**src/core/rt_ctrl_map.svh**
```systemverilog
// Register offsets, field positions, reset values and timing counts
`ifndef RT_CTRL_MAP_SVH
`define RT_CTRL_MAP_SVH

// ****************************************************************
// Register offsets (subaddresses)
// ****************************************************************
`define CHROMA_GAIN_CONTROL_OFS     8'h0F
`define CHROMA_CONTROL_TWO_OFS      8'h10
`define MODE_DELAY_CONTROL_OFS      8'h11
`define REALTIME_OUTPUT_SELECT_OFS  8'h12

// ****************************************************************
// Reset values (none documented, cleared)
// ****************************************************************
`define CHROMA_GAIN_CONTROL_RST     8'h00
`define CHROMA_CONTROL_TWO_RST      8'h00
`define MODE_DELAY_CONTROL_RST      8'h00
`define REALTIME_OUTPUT_SELECT_RST  8'h00

// ****************************************************************
// Field positions
// ****************************************************************
`define AUTO_CHROMA_GAIN_OFF_BIT    7
`define CHROMA_GAIN_VALUE_MSB       6
`define CHROMA_GAIN_VALUE_LSB       0
`define BLUE_DIFF_OFFSET_MSB        7
`define BLUE_DIFF_OFFSET_LSB        6
`define RED_DIFF_OFFSET_MSB         5
`define RED_DIFF_OFFSET_LSB         4
`define CHROMA_BANDWIDTH_WIDE_BIT   3
`define BANDWIDTH_SPLIT_MSB         2
`define BANDWIDTH_SPLIT_LSB         0
`define CHROMA_FORCE_ENABLE_BIT     7
`define RT_OUT1_INVERT_BIT          6
`define HSYNC_FINE_DELAY_MSB        5
`define HSYNC_FINE_DELAY_LSB        4
`define RT_OUT0_INVERT_BIT          3
`define LUMA_DELAY_COMP_MSB         2
`define LUMA_DELAY_COMP_LSB         0
`define OUT_PIN0_SELECT_MSB         3
`define OUT_PIN0_SELECT_LSB         0

// ****************************************************************
// Timing counts in line-locked clock periods
// ****************************************************************
`define DELAY_STEP_CLOCKS           2
`define CHROMA_FIXED_DELAY          8
`define LUMA_PIPE_DEPTH             14
`define HSYNC_PIPE_DEPTH            6

`endif

```
**src/core/rt_ctrl_pkg.sv**
```systemverilog
// Types of the chroma, delay and real-time output control block
package rt_ctrl_pkg;

  typedef enum logic [3:0] {
    PIN0_HIGH_Z      = 4'h0,
    PIN0_CONST_LOW   = 4'h1,
    PIN0_CLOCK_REF   = 4'h2,
    PIN0_CLOCK_HALF  = 4'h3,
    PIN0_HORIZ_LOCK  = 4'h4,
    PIN0_FRAME_LOCK  = 4'h5,
    PIN0_DECODE_LOCK = 4'h6
  } out_pin0_select_type;

  typedef struct packed {
    logic [7:0]       gain_ctrl;
    logic [7:0]       chroma_two;
    logic [7:0]       mode_delay;
    logic [7:0]       out_select;
    logic             clock_ref_pulse;
    logic             clock_ref_half_pulse;
    logic [13:0][7:0] luma_pipe;
    logic [7:0][7:0]  chroma_pipe;
    logic [5:0]       hsync_pipe;
    logic [7:0]       luma;
    logic [7:0]       chroma;
    logic             hsync;
    logic [6:0]       gain;
    logic             colour_on;
    logic             pin0;
    logic             pin0_oe;
    logic             pin1;
    logic [7:0]       rdata;
  } state_type;

endpackage

```
**src/core/chroma_delay_rt_output_control.sv**
```systemverilog
// Chroma gain, delay compensation and real-time output pin control registers
`timescale 1ns/100ps
// Summary of operation
// RULE1 - Gain mode bit: automatic or programmed gain
// RULE2 - Programmed gain code spans 0.5 to 7.5
// RULE3 - Two-bit fine offsets for both colour differences
// RULE4 - Bandwidth bit and three-bit chroma/luma split
// RULE5 - Force bit overrides the automatic colour killer
// RULE6 - Invert bit flips real-time output pin 1
// RULE7 - Invert bit flips real-time output pin 0
// RULE8 - Signed luma delay in two-clock steps
// RULE9 - Select code 0 floats, 1 drives low
// RULE10 - Select code 2 gives full-rate clock reference
// RULE11 - Select code 3 gives half-rate clock reference
// RULE12 - Select code 4 gives horizontal lock
// RULE13 - Select code 5 gives frame plus horizontal lock
// RULE14 - Select code 6 gives decoder lock indicator
// RULE15 - Decoder lock reads one when locked
// RULE16 - Horizontal sync fine delay, two-clock steps
// RULE17 - Select bit picks standard or fast lock
// RULE18 - Undefined select codes keep pin floating
`include "rt_ctrl_map.svh"

module chroma_delay_rt_output_control (
  // Clock and reset
  input  wire logic       core_clk_i,
  input  wire logic       rst_n_i,
  // Register port
  input  wire logic [7:0] reg_addr_i,
  input  wire logic [7:0] reg_wdata_i,
  input  wire logic       reg_wr_i,
  output logic      [7:0] reg_rdata_o,
  // Decoder status
  input  wire logic [6:0] auto_gain_i,
  input  wire logic       colour_detect_i,
  input  wire logic       hlock_std_i,
  input  wire logic       hlock_fast_i,
  input  wire logic       frame_lock_i,
  input  wire logic       hlock_indicator_select_i,
  // Video datapath
  input  wire logic [7:0] luma_i,
  input  wire logic [7:0] chroma_i,
  input  wire logic       hsync_i,
  output logic      [7:0] luma_o,
  output logic      [7:0] chroma_o,
  output logic            hsync_o,
  // Chroma processing controls
  output logic      [6:0] chroma_gain_o,
  output logic            auto_chroma_gain_off_o,
  output logic      [1:0] blue_diff_fine_offset_o,
  output logic      [1:0] red_diff_fine_offset_o,
  output logic            chroma_bandwidth_wide_o,
  output logic      [2:0] bandwidth_split_o,
  output logic            colour_on_o,
  // Real-time pins
  input  wire logic       realtime_out_pin1_src_i,
  output logic            realtime_out_pin0_o,
  output logic            realtime_out_pin0_oe_o,
  output logic            realtime_out_pin1_o
);

  rt_ctrl_pkg::state_type state_reg;
  rt_ctrl_pkg::state_type state_next;

  // ****************************************************************
  // Next state
  // ****************************************************************
  always_comb begin
    logic [2:0] luma_steps;
    logic [1:0] hs_steps;
    logic       hlock_sel;
    logic       pin0_raw;
    logic       pin0_en;
    luma_steps = 3'h0;
    hs_steps   = 2'h0;
    hlock_sel  = 1'b0;
    pin0_raw   = 1'b0;
    pin0_en    = 1'b0;
    state_next = state_reg;

    if (reg_wr_i) begin
      unique case (reg_addr_i)
        `CHROMA_GAIN_CONTROL_OFS:    state_next.gain_ctrl  = reg_wdata_i;
        `CHROMA_CONTROL_TWO_OFS:     state_next.chroma_two = reg_wdata_i;
        `MODE_DELAY_CONTROL_OFS:     state_next.mode_delay = reg_wdata_i;
        `REALTIME_OUTPUT_SELECT_OFS: state_next.out_select = reg_wdata_i;
        default: begin
        end
      endcase
    end

    // Readback of stored values, unmapped reads as zero
    unique case (reg_addr_i)
      `CHROMA_GAIN_CONTROL_OFS:    state_next.rdata = state_reg.gain_ctrl;
      `CHROMA_CONTROL_TWO_OFS:     state_next.rdata = state_reg.chroma_two;
      `MODE_DELAY_CONTROL_OFS:     state_next.rdata = state_reg.mode_delay;
      `REALTIME_OUTPUT_SELECT_OFS: state_next.rdata = state_reg.out_select;
      default:                     state_next.rdata = 8'h00;
    endcase

    // Gain code: tracking loop or programmed value
    if (state_reg.gain_ctrl[`AUTO_CHROMA_GAIN_OFF_BIT]) begin // [RULE1]
      state_next.gain = state_reg.gain_ctrl[`CHROMA_GAIN_VALUE_MSB:`CHROMA_GAIN_VALUE_LSB]; // [RULE2]
    end else begin
      state_next.gain = auto_gain_i; // [RULE1]
    end

    state_next.colour_on = state_reg.mode_delay[`CHROMA_FORCE_ENABLE_BIT] | colour_detect_i; // [RULE5]

    // Chroma fixed delay is the centre of the luma range
    state_next.chroma_pipe[0] = chroma_i;
    state_next.luma_pipe[0]   = luma_i;
    for (int i = 1; i < `CHROMA_FIXED_DELAY; i++) begin
      state_next.chroma_pipe[i] = state_reg.chroma_pipe[i-1];
    end
    for (int i = 1; i < `LUMA_PIPE_DEPTH; i++) begin
      state_next.luma_pipe[i] = state_reg.luma_pipe[i-1];
    end
    state_next.chroma = state_reg.chroma_pipe[`CHROMA_FIXED_DELAY-1];

    // Signed code plus four gives the tap in steps
    luma_steps = {~state_reg.mode_delay[`LUMA_DELAY_COMP_MSB],
                  state_reg.mode_delay[`LUMA_DELAY_COMP_MSB-1:`LUMA_DELAY_COMP_LSB]}; // [RULE8]
    if (luma_steps == 3'h0) begin
      state_next.luma = luma_i;
    end else begin
      state_next.luma = state_reg.luma_pipe[`DELAY_STEP_CLOCKS*luma_steps-1]; // [RULE8]
    end

    state_next.hsync_pipe = {state_reg.hsync_pipe[`HSYNC_PIPE_DEPTH-2:0], hsync_i};
    hs_steps = state_reg.mode_delay[`HSYNC_FINE_DELAY_MSB:`HSYNC_FINE_DELAY_LSB]; // [RULE16]
    if (hs_steps == 2'h0) begin
      state_next.hsync = hsync_i;
    end else begin
      state_next.hsync = state_reg.hsync_pipe[`DELAY_STEP_CLOCKS*hs_steps-1]; // [RULE16]
    end

    // Reference pulses derived from the line-locked clock
    state_next.clock_ref_pulse = ~state_reg.clock_ref_pulse; // [RULE10]
    if (state_reg.clock_ref_pulse) begin
      state_next.clock_ref_half_pulse = ~state_reg.clock_ref_half_pulse; // [RULE11]
    end

    hlock_sel = hlock_indicator_select_i ? hlock_fast_i : hlock_std_i; // [RULE17]

    unique case (state_reg.out_select[`OUT_PIN0_SELECT_MSB:`OUT_PIN0_SELECT_LSB])
      rt_ctrl_pkg::PIN0_HIGH_Z: begin
        pin0_en = 1'b0; // [RULE9]
      end
      rt_ctrl_pkg::PIN0_CONST_LOW: begin
        pin0_en  = 1'b1;
        pin0_raw = 1'b0; // [RULE9]
      end
      rt_ctrl_pkg::PIN0_CLOCK_REF: begin
        pin0_en  = 1'b1;
        pin0_raw = state_reg.clock_ref_pulse; // [RULE10]
      end
      rt_ctrl_pkg::PIN0_CLOCK_HALF: begin
        pin0_en  = 1'b1;
        pin0_raw = state_reg.clock_ref_half_pulse; // [RULE11]
      end
      rt_ctrl_pkg::PIN0_HORIZ_LOCK: begin
        pin0_en  = 1'b1;
        pin0_raw = hlock_sel; // [RULE12]
      end
      rt_ctrl_pkg::PIN0_FRAME_LOCK: begin
        pin0_en  = 1'b1;
        pin0_raw = hlock_sel & frame_lock_i; // [RULE13]
      end
      rt_ctrl_pkg::PIN0_DECODE_LOCK: begin
        pin0_en  = 1'b1;
        pin0_raw = hlock_sel & frame_lock_i & colour_detect_i; // [RULE14] [RULE15]
      end
      default: begin
        pin0_en = 1'b0; // [RULE18]
      end
    endcase
    state_next.pin0_oe = pin0_en;
    // Floating pin is held low internally to avoid toggling a dead driver
    state_next.pin0 = pin0_en & (pin0_raw ^ state_reg.mode_delay[`RT_OUT0_INVERT_BIT]); // [RULE7]
    state_next.pin1 = realtime_out_pin1_src_i ^ state_reg.mode_delay[`RT_OUT1_INVERT_BIT]; // [RULE6]
  end

  // ****************************************************************
  // State register
  // ****************************************************************
  always_ff @(posedge core_clk_i) begin
    if (!rst_n_i) begin
      state_reg            <= '0;
      state_reg.gain_ctrl  <= `CHROMA_GAIN_CONTROL_RST;
      state_reg.chroma_two <= `CHROMA_CONTROL_TWO_RST;
      state_reg.mode_delay <= `MODE_DELAY_CONTROL_RST;
      state_reg.out_select <= `REALTIME_OUTPUT_SELECT_RST;
    end else begin
      state_reg <= state_next;
    end
  end

  // ****************************************************************
  // Outputs
  // ****************************************************************
  assign reg_rdata_o             = state_reg.rdata;
  assign luma_o                  = state_reg.luma;
  assign chroma_o                = state_reg.chroma;
  assign hsync_o                 = state_reg.hsync;
  assign chroma_gain_o           = state_reg.gain;
  assign auto_chroma_gain_off_o  = state_reg.gain_ctrl[`AUTO_CHROMA_GAIN_OFF_BIT]; // [RULE1]
  assign blue_diff_fine_offset_o =
    state_reg.chroma_two[`BLUE_DIFF_OFFSET_MSB:`BLUE_DIFF_OFFSET_LSB]; // [RULE3]
  assign red_diff_fine_offset_o  =
    state_reg.chroma_two[`RED_DIFF_OFFSET_MSB:`RED_DIFF_OFFSET_LSB]; // [RULE3]
  assign chroma_bandwidth_wide_o = state_reg.chroma_two[`CHROMA_BANDWIDTH_WIDE_BIT]; // [RULE4]
  assign bandwidth_split_o       =
    state_reg.chroma_two[`BANDWIDTH_SPLIT_MSB:`BANDWIDTH_SPLIT_LSB]; // [RULE4]
  assign colour_on_o             = state_reg.colour_on;
  assign realtime_out_pin0_o     = state_reg.pin0;
  assign realtime_out_pin0_oe_o  = state_reg.pin0_oe;
  assign realtime_out_pin1_o     = state_reg.pin1;

endmodule

```
**config.mk**
```make
export PLATFORM = sky130hd
export DESIGN_NAME = chroma_delay_rt_output_control
export DESIGN_NICKNAME = d
export VERILOG_FILES = /design/src/core/rt_ctrl_pkg.sv /design/src/core/chroma_delay_rt_output_control.sv
export VERILOG_INCLUDE_DIRS = /design/src /design/src/core
export SDC_FILE = /design/constraint.sdc
export NUM_CORES = 1
export LEC_CHECK = 0
export BUFFER_PORTS_ARGS = -buffer_cell sky130_fd_sc_hd__buf_2
export CAP_MARGIN = 25
export CORE_MARGIN = 2
export CORE_UTILIZATION = 62
export CTS_CLUSTER_SIZE = 12
export DETAILED_ROUTE_END_ITERATION = 8
export MAX_ROUTING_LAYER = met4
export PLACE_DENSITY = 0.89
export SKIP_CTS_REPAIR_TIMING = 1
export SLEW_MARGIN = 30
export SYNTH_ARGS = -nofsm -noshare
export SYNTH_HDL_FRONTEND = slang
export SYNTH_SLANG_ARGS = --single-unit
```
**constraint.sdc**
```tcl
create_clock -name core_clk_i -period 6.35 [get_ports core_clk_i]
set_input_delay 1.5875 -clock core_clk_i [delete_from_list [all_inputs] [get_ports core_clk_i]]
set_output_delay 1.5875 -clock core_clk_i [all_outputs]
set_load 0.05 [all_outputs]
```
==> key figures <==
Yosys
  – Largest family of logic cells by synthesized area: simple AND/OR/NAND/NOR gates
  – Synth Area in Adders: 0.445%
  – Xor/xnor share of the synthesized area: 0.312%
  – Netlist cell types: 42
  – Mean Syn Cell Area: 11.1 um2
  – Ys async rst share: 0%
  – Yosys reg bits: 252
  – Synth Area in Compound Gates: 4.56%
  – Mux contribution to synthesized area: 8.92%
  – Post-Synthesis Cells: 756
  – Ys Warns: 0
  – Syn_nets: 808
  – Post-synth EDFFs: 0
  – Prevailing post-synth register cell: dfxtp_1
  – Syn Std Cell Area: 0.00843 mm2
  – Sequential fraction of the synthesis area: 59.9%
  – Post-Synth Simple-Gate Area: 20.2%

CTS
  – Worst-Skew Late Latency: 0.50 ns
  – Worst-path clk slew: 0.06 ns
  – Total CTS buffers: 25
  – CTS tree: built
  – Clk buf depth: 3
  – H-tree lvl count: 1
  – CTS root buf: clkbuf_16
  – Clock Sinks: 252

Pwr
  – Leak: 4.09 nW
  – Pwr per Cell Area: 321 mW/mm2
  – Max IR drop VDD: 0.230 mV

STA
  – WHS: 0.429 ns
  – Endpoints failing setup: 0
  – Unrepaired setup endpoints after global routing: no
  – Skew final: 0.00634 ns
  – Least-Margin Pin Slew: 0.721 ns
  – Worst rel slew slack: 51.8%
  – Setup TNS: 0 ns
  – Endpoints failing hold: 0
  – Fin. max-slew vios: 0
  – Fmax: 319 MHz
  – Crit path time final: 3.14 ns
  – Crit share post-route: 49.4%

Cells and area
  – Post-layout util: 71.3%
  – # fillers: 937
  – Nets: 856
  – Area Growth Syn to Fin: 12.0%
  – Antenna Cells: 0
  – Max reg flops: 173
  – Ratio of cells with drive above 1 in the final layout: 17.5%

Floorplan
  – Die Width: 121 um
  – Die Y: 121 um
  – # IOs: 94
  – Starting Density: 63.6%
  – Core area: 0.0132 mm2
  – Row cnt: 42
  – DIE AREA: 0.0145 mm2

Critical path
  – Peak per-stage delay on the critical path: 0.68 ns
  – Crit-path slowest cell: dfxtp_1
  – Worst reg-to-reg setup slack: 3.36 ns
  – Critical-path cell list: buf_2
  – Startpoint types: register
  – Crit path buffers/inverters: 1
  – Worst Path Arrival: 1.55 ns
  – Reg2Reg Launch Point: state_reg[228]
  – Worst Reg2Reg Path Length in Cells: 6
  – Crit path max-delay family: flip-flops
  – Critical path fanouts, max: 10
  – Critical Path RT: 4.76 ns
  – Setup crit end kind: primary output
  – Crit path from: auto_chroma_gain_off_o
  – CP Class: reg -> out
  – R2r endpoint: luma_o[1]

Drt
  – Detailed Route Iter0 Violations: 338
  – DR vias/cell: 5.12
  – Mean routed wirelength per cell: 14.8 um
  – Post-DRT Antenna Nets: 0
  – Vias: 5031
  – DRT Pass-1 Iters: 4
  – WL final: 14.6 mm
  – DRC: 0

Hold path
  – Cells on Worst Hold Path: 1
  – Hold Path Class: reg -> reg
  – Hold_sp: state_next[72]
  – WHS Endpoint: state_next[80]

Place
  – IO buf count: 93
  – Post-DP HPWL: 9.39 mm
  – GPL Wtd Cong: 0.902

Global routing
  – First-pass GRT wire length: 23.8 mm
  – Largest net degree at the start of global routing: 103
  – Total track usage: 20.8%
  – Via count of the first global-routing pass: 4947
  – Global route overflow: 0
  – Initial antenna violation count: 0

Outcome
  – Status: finished clean

Run
  – Max-cap violations: 0
[how the worst max path moves through the flow]
stage,endpoint,slack [ns],cells past startpoint
after CTS,auto_chroma_gain_off_o,3.20,1
after global placement,state_reg[234],3.15,5
after global routing,auto_chroma_gain_off_o,3.19,1
after detailed placement,state_reg[234],2.89,5
final,auto_chroma_gain_off_o,3.21,1
after floorplan,auto_chroma_gain_off_o,3.53,4
[final cells by class]
type                       instances  area, um2  share of cell area, %
sequential                       252       5040                   53.4
multi-input combinational        417       2930                   31.0
clock buffer                      27        653                   6.92
timing repair buffer              96        490                   5.20
tap                              176        220                   2.33
clock inverter                     2       60.1                  0.636
inverter                          12       45.0                  0.477
[routing by layer]
layer,global-route usage [%],wire [um],up-vias
li1,-,-,2503
met2,35.2,7080,117
met3,3.44,658,38
met5,-,0,-
met4,6.03,414,0
met1,25.8,6390,2373
[through the flow]
step,setup slack (ns),instances,power [mW],instance area [um2]
finish,3.21,982,3.03,9440
global route,3.19,982,3.13,9440
CTS,3.20,982,3.05,9430
detailed placement,2.89,953,1.73,8710
global placement,3.15,953,1.73,8710
floorplan,3.53,756,1.71,8430
[report_power, final]
part,internal [mW],switching (mW)
clock,0.798,0.529
combinational,0.0340,0.0560
sequential,1.60,0.00626
total,2.44,0.591
[cells in the final DEF, fill, tap and decap left out, drive strengths merged, types with 2 or more instances in the layout]
cell type  synthesis  final
a21oi              2      2
a22oi              8      8
a311oi             8      8
and2             185    185
buf               45     96
bufinv             0      2
clkbuf            30     27
dfxtp            252    252
ha                 3      3
inv               11     11
mux2               9      9
mux2i             65     65
nand2             27     27
nand2b             4      4
nand3              2      2
nand3b             2      2
nand4              3      3
nor2              14     14
nor2b             34     34
nor3               4      4
o211ai             2      2
o21ai              8      8
o22ai             15     15
o2bb2ai            8      8
xor2               2      2
[synthesized netlist by cell type (all sizes together) (2+ instances only)]
library cell / number / area (um2)
mux2: 9 / 101
o22ai: 15 / 93.8
nor3: 4 / 36.3
and2: 185 / 1160
nor2: 14 / 52.6
a21oi: 2 / 10.0
nand2b: 4 / 25.0
nand2: 27 / 109
nand4: 3 / 18.8
o2bb2ai: 8 / 70.1
xor2: 2 / 17.5
buf: 45 / 319
inv: 11 / 41.3
a22oi: 8 / 60.1
a311oi: 8 / 70.1
o21ai: 8 / 40.0
ha: 3 / 37.5
mux2i: 65 / 651
clkbuf: 30 / 113
o211ai: 2 / 15.0
dfxtp: 252 / 5040
nor2b: 34 / 213
nand3b: 2 / 15.0
nand3: 2 / 10.0
[logic make-up after synthesis]
group	Yosys count
adder cells (fa/ha/maj)	3
flip-flops	252
AND/OR/NAND/NOR	283
multiplexers	74
XOR/XNOR	3
AO/OA/AOI/OAI	54
buffers and inverters	87
No activity file was read; power rests on OpenSTA's default activity.
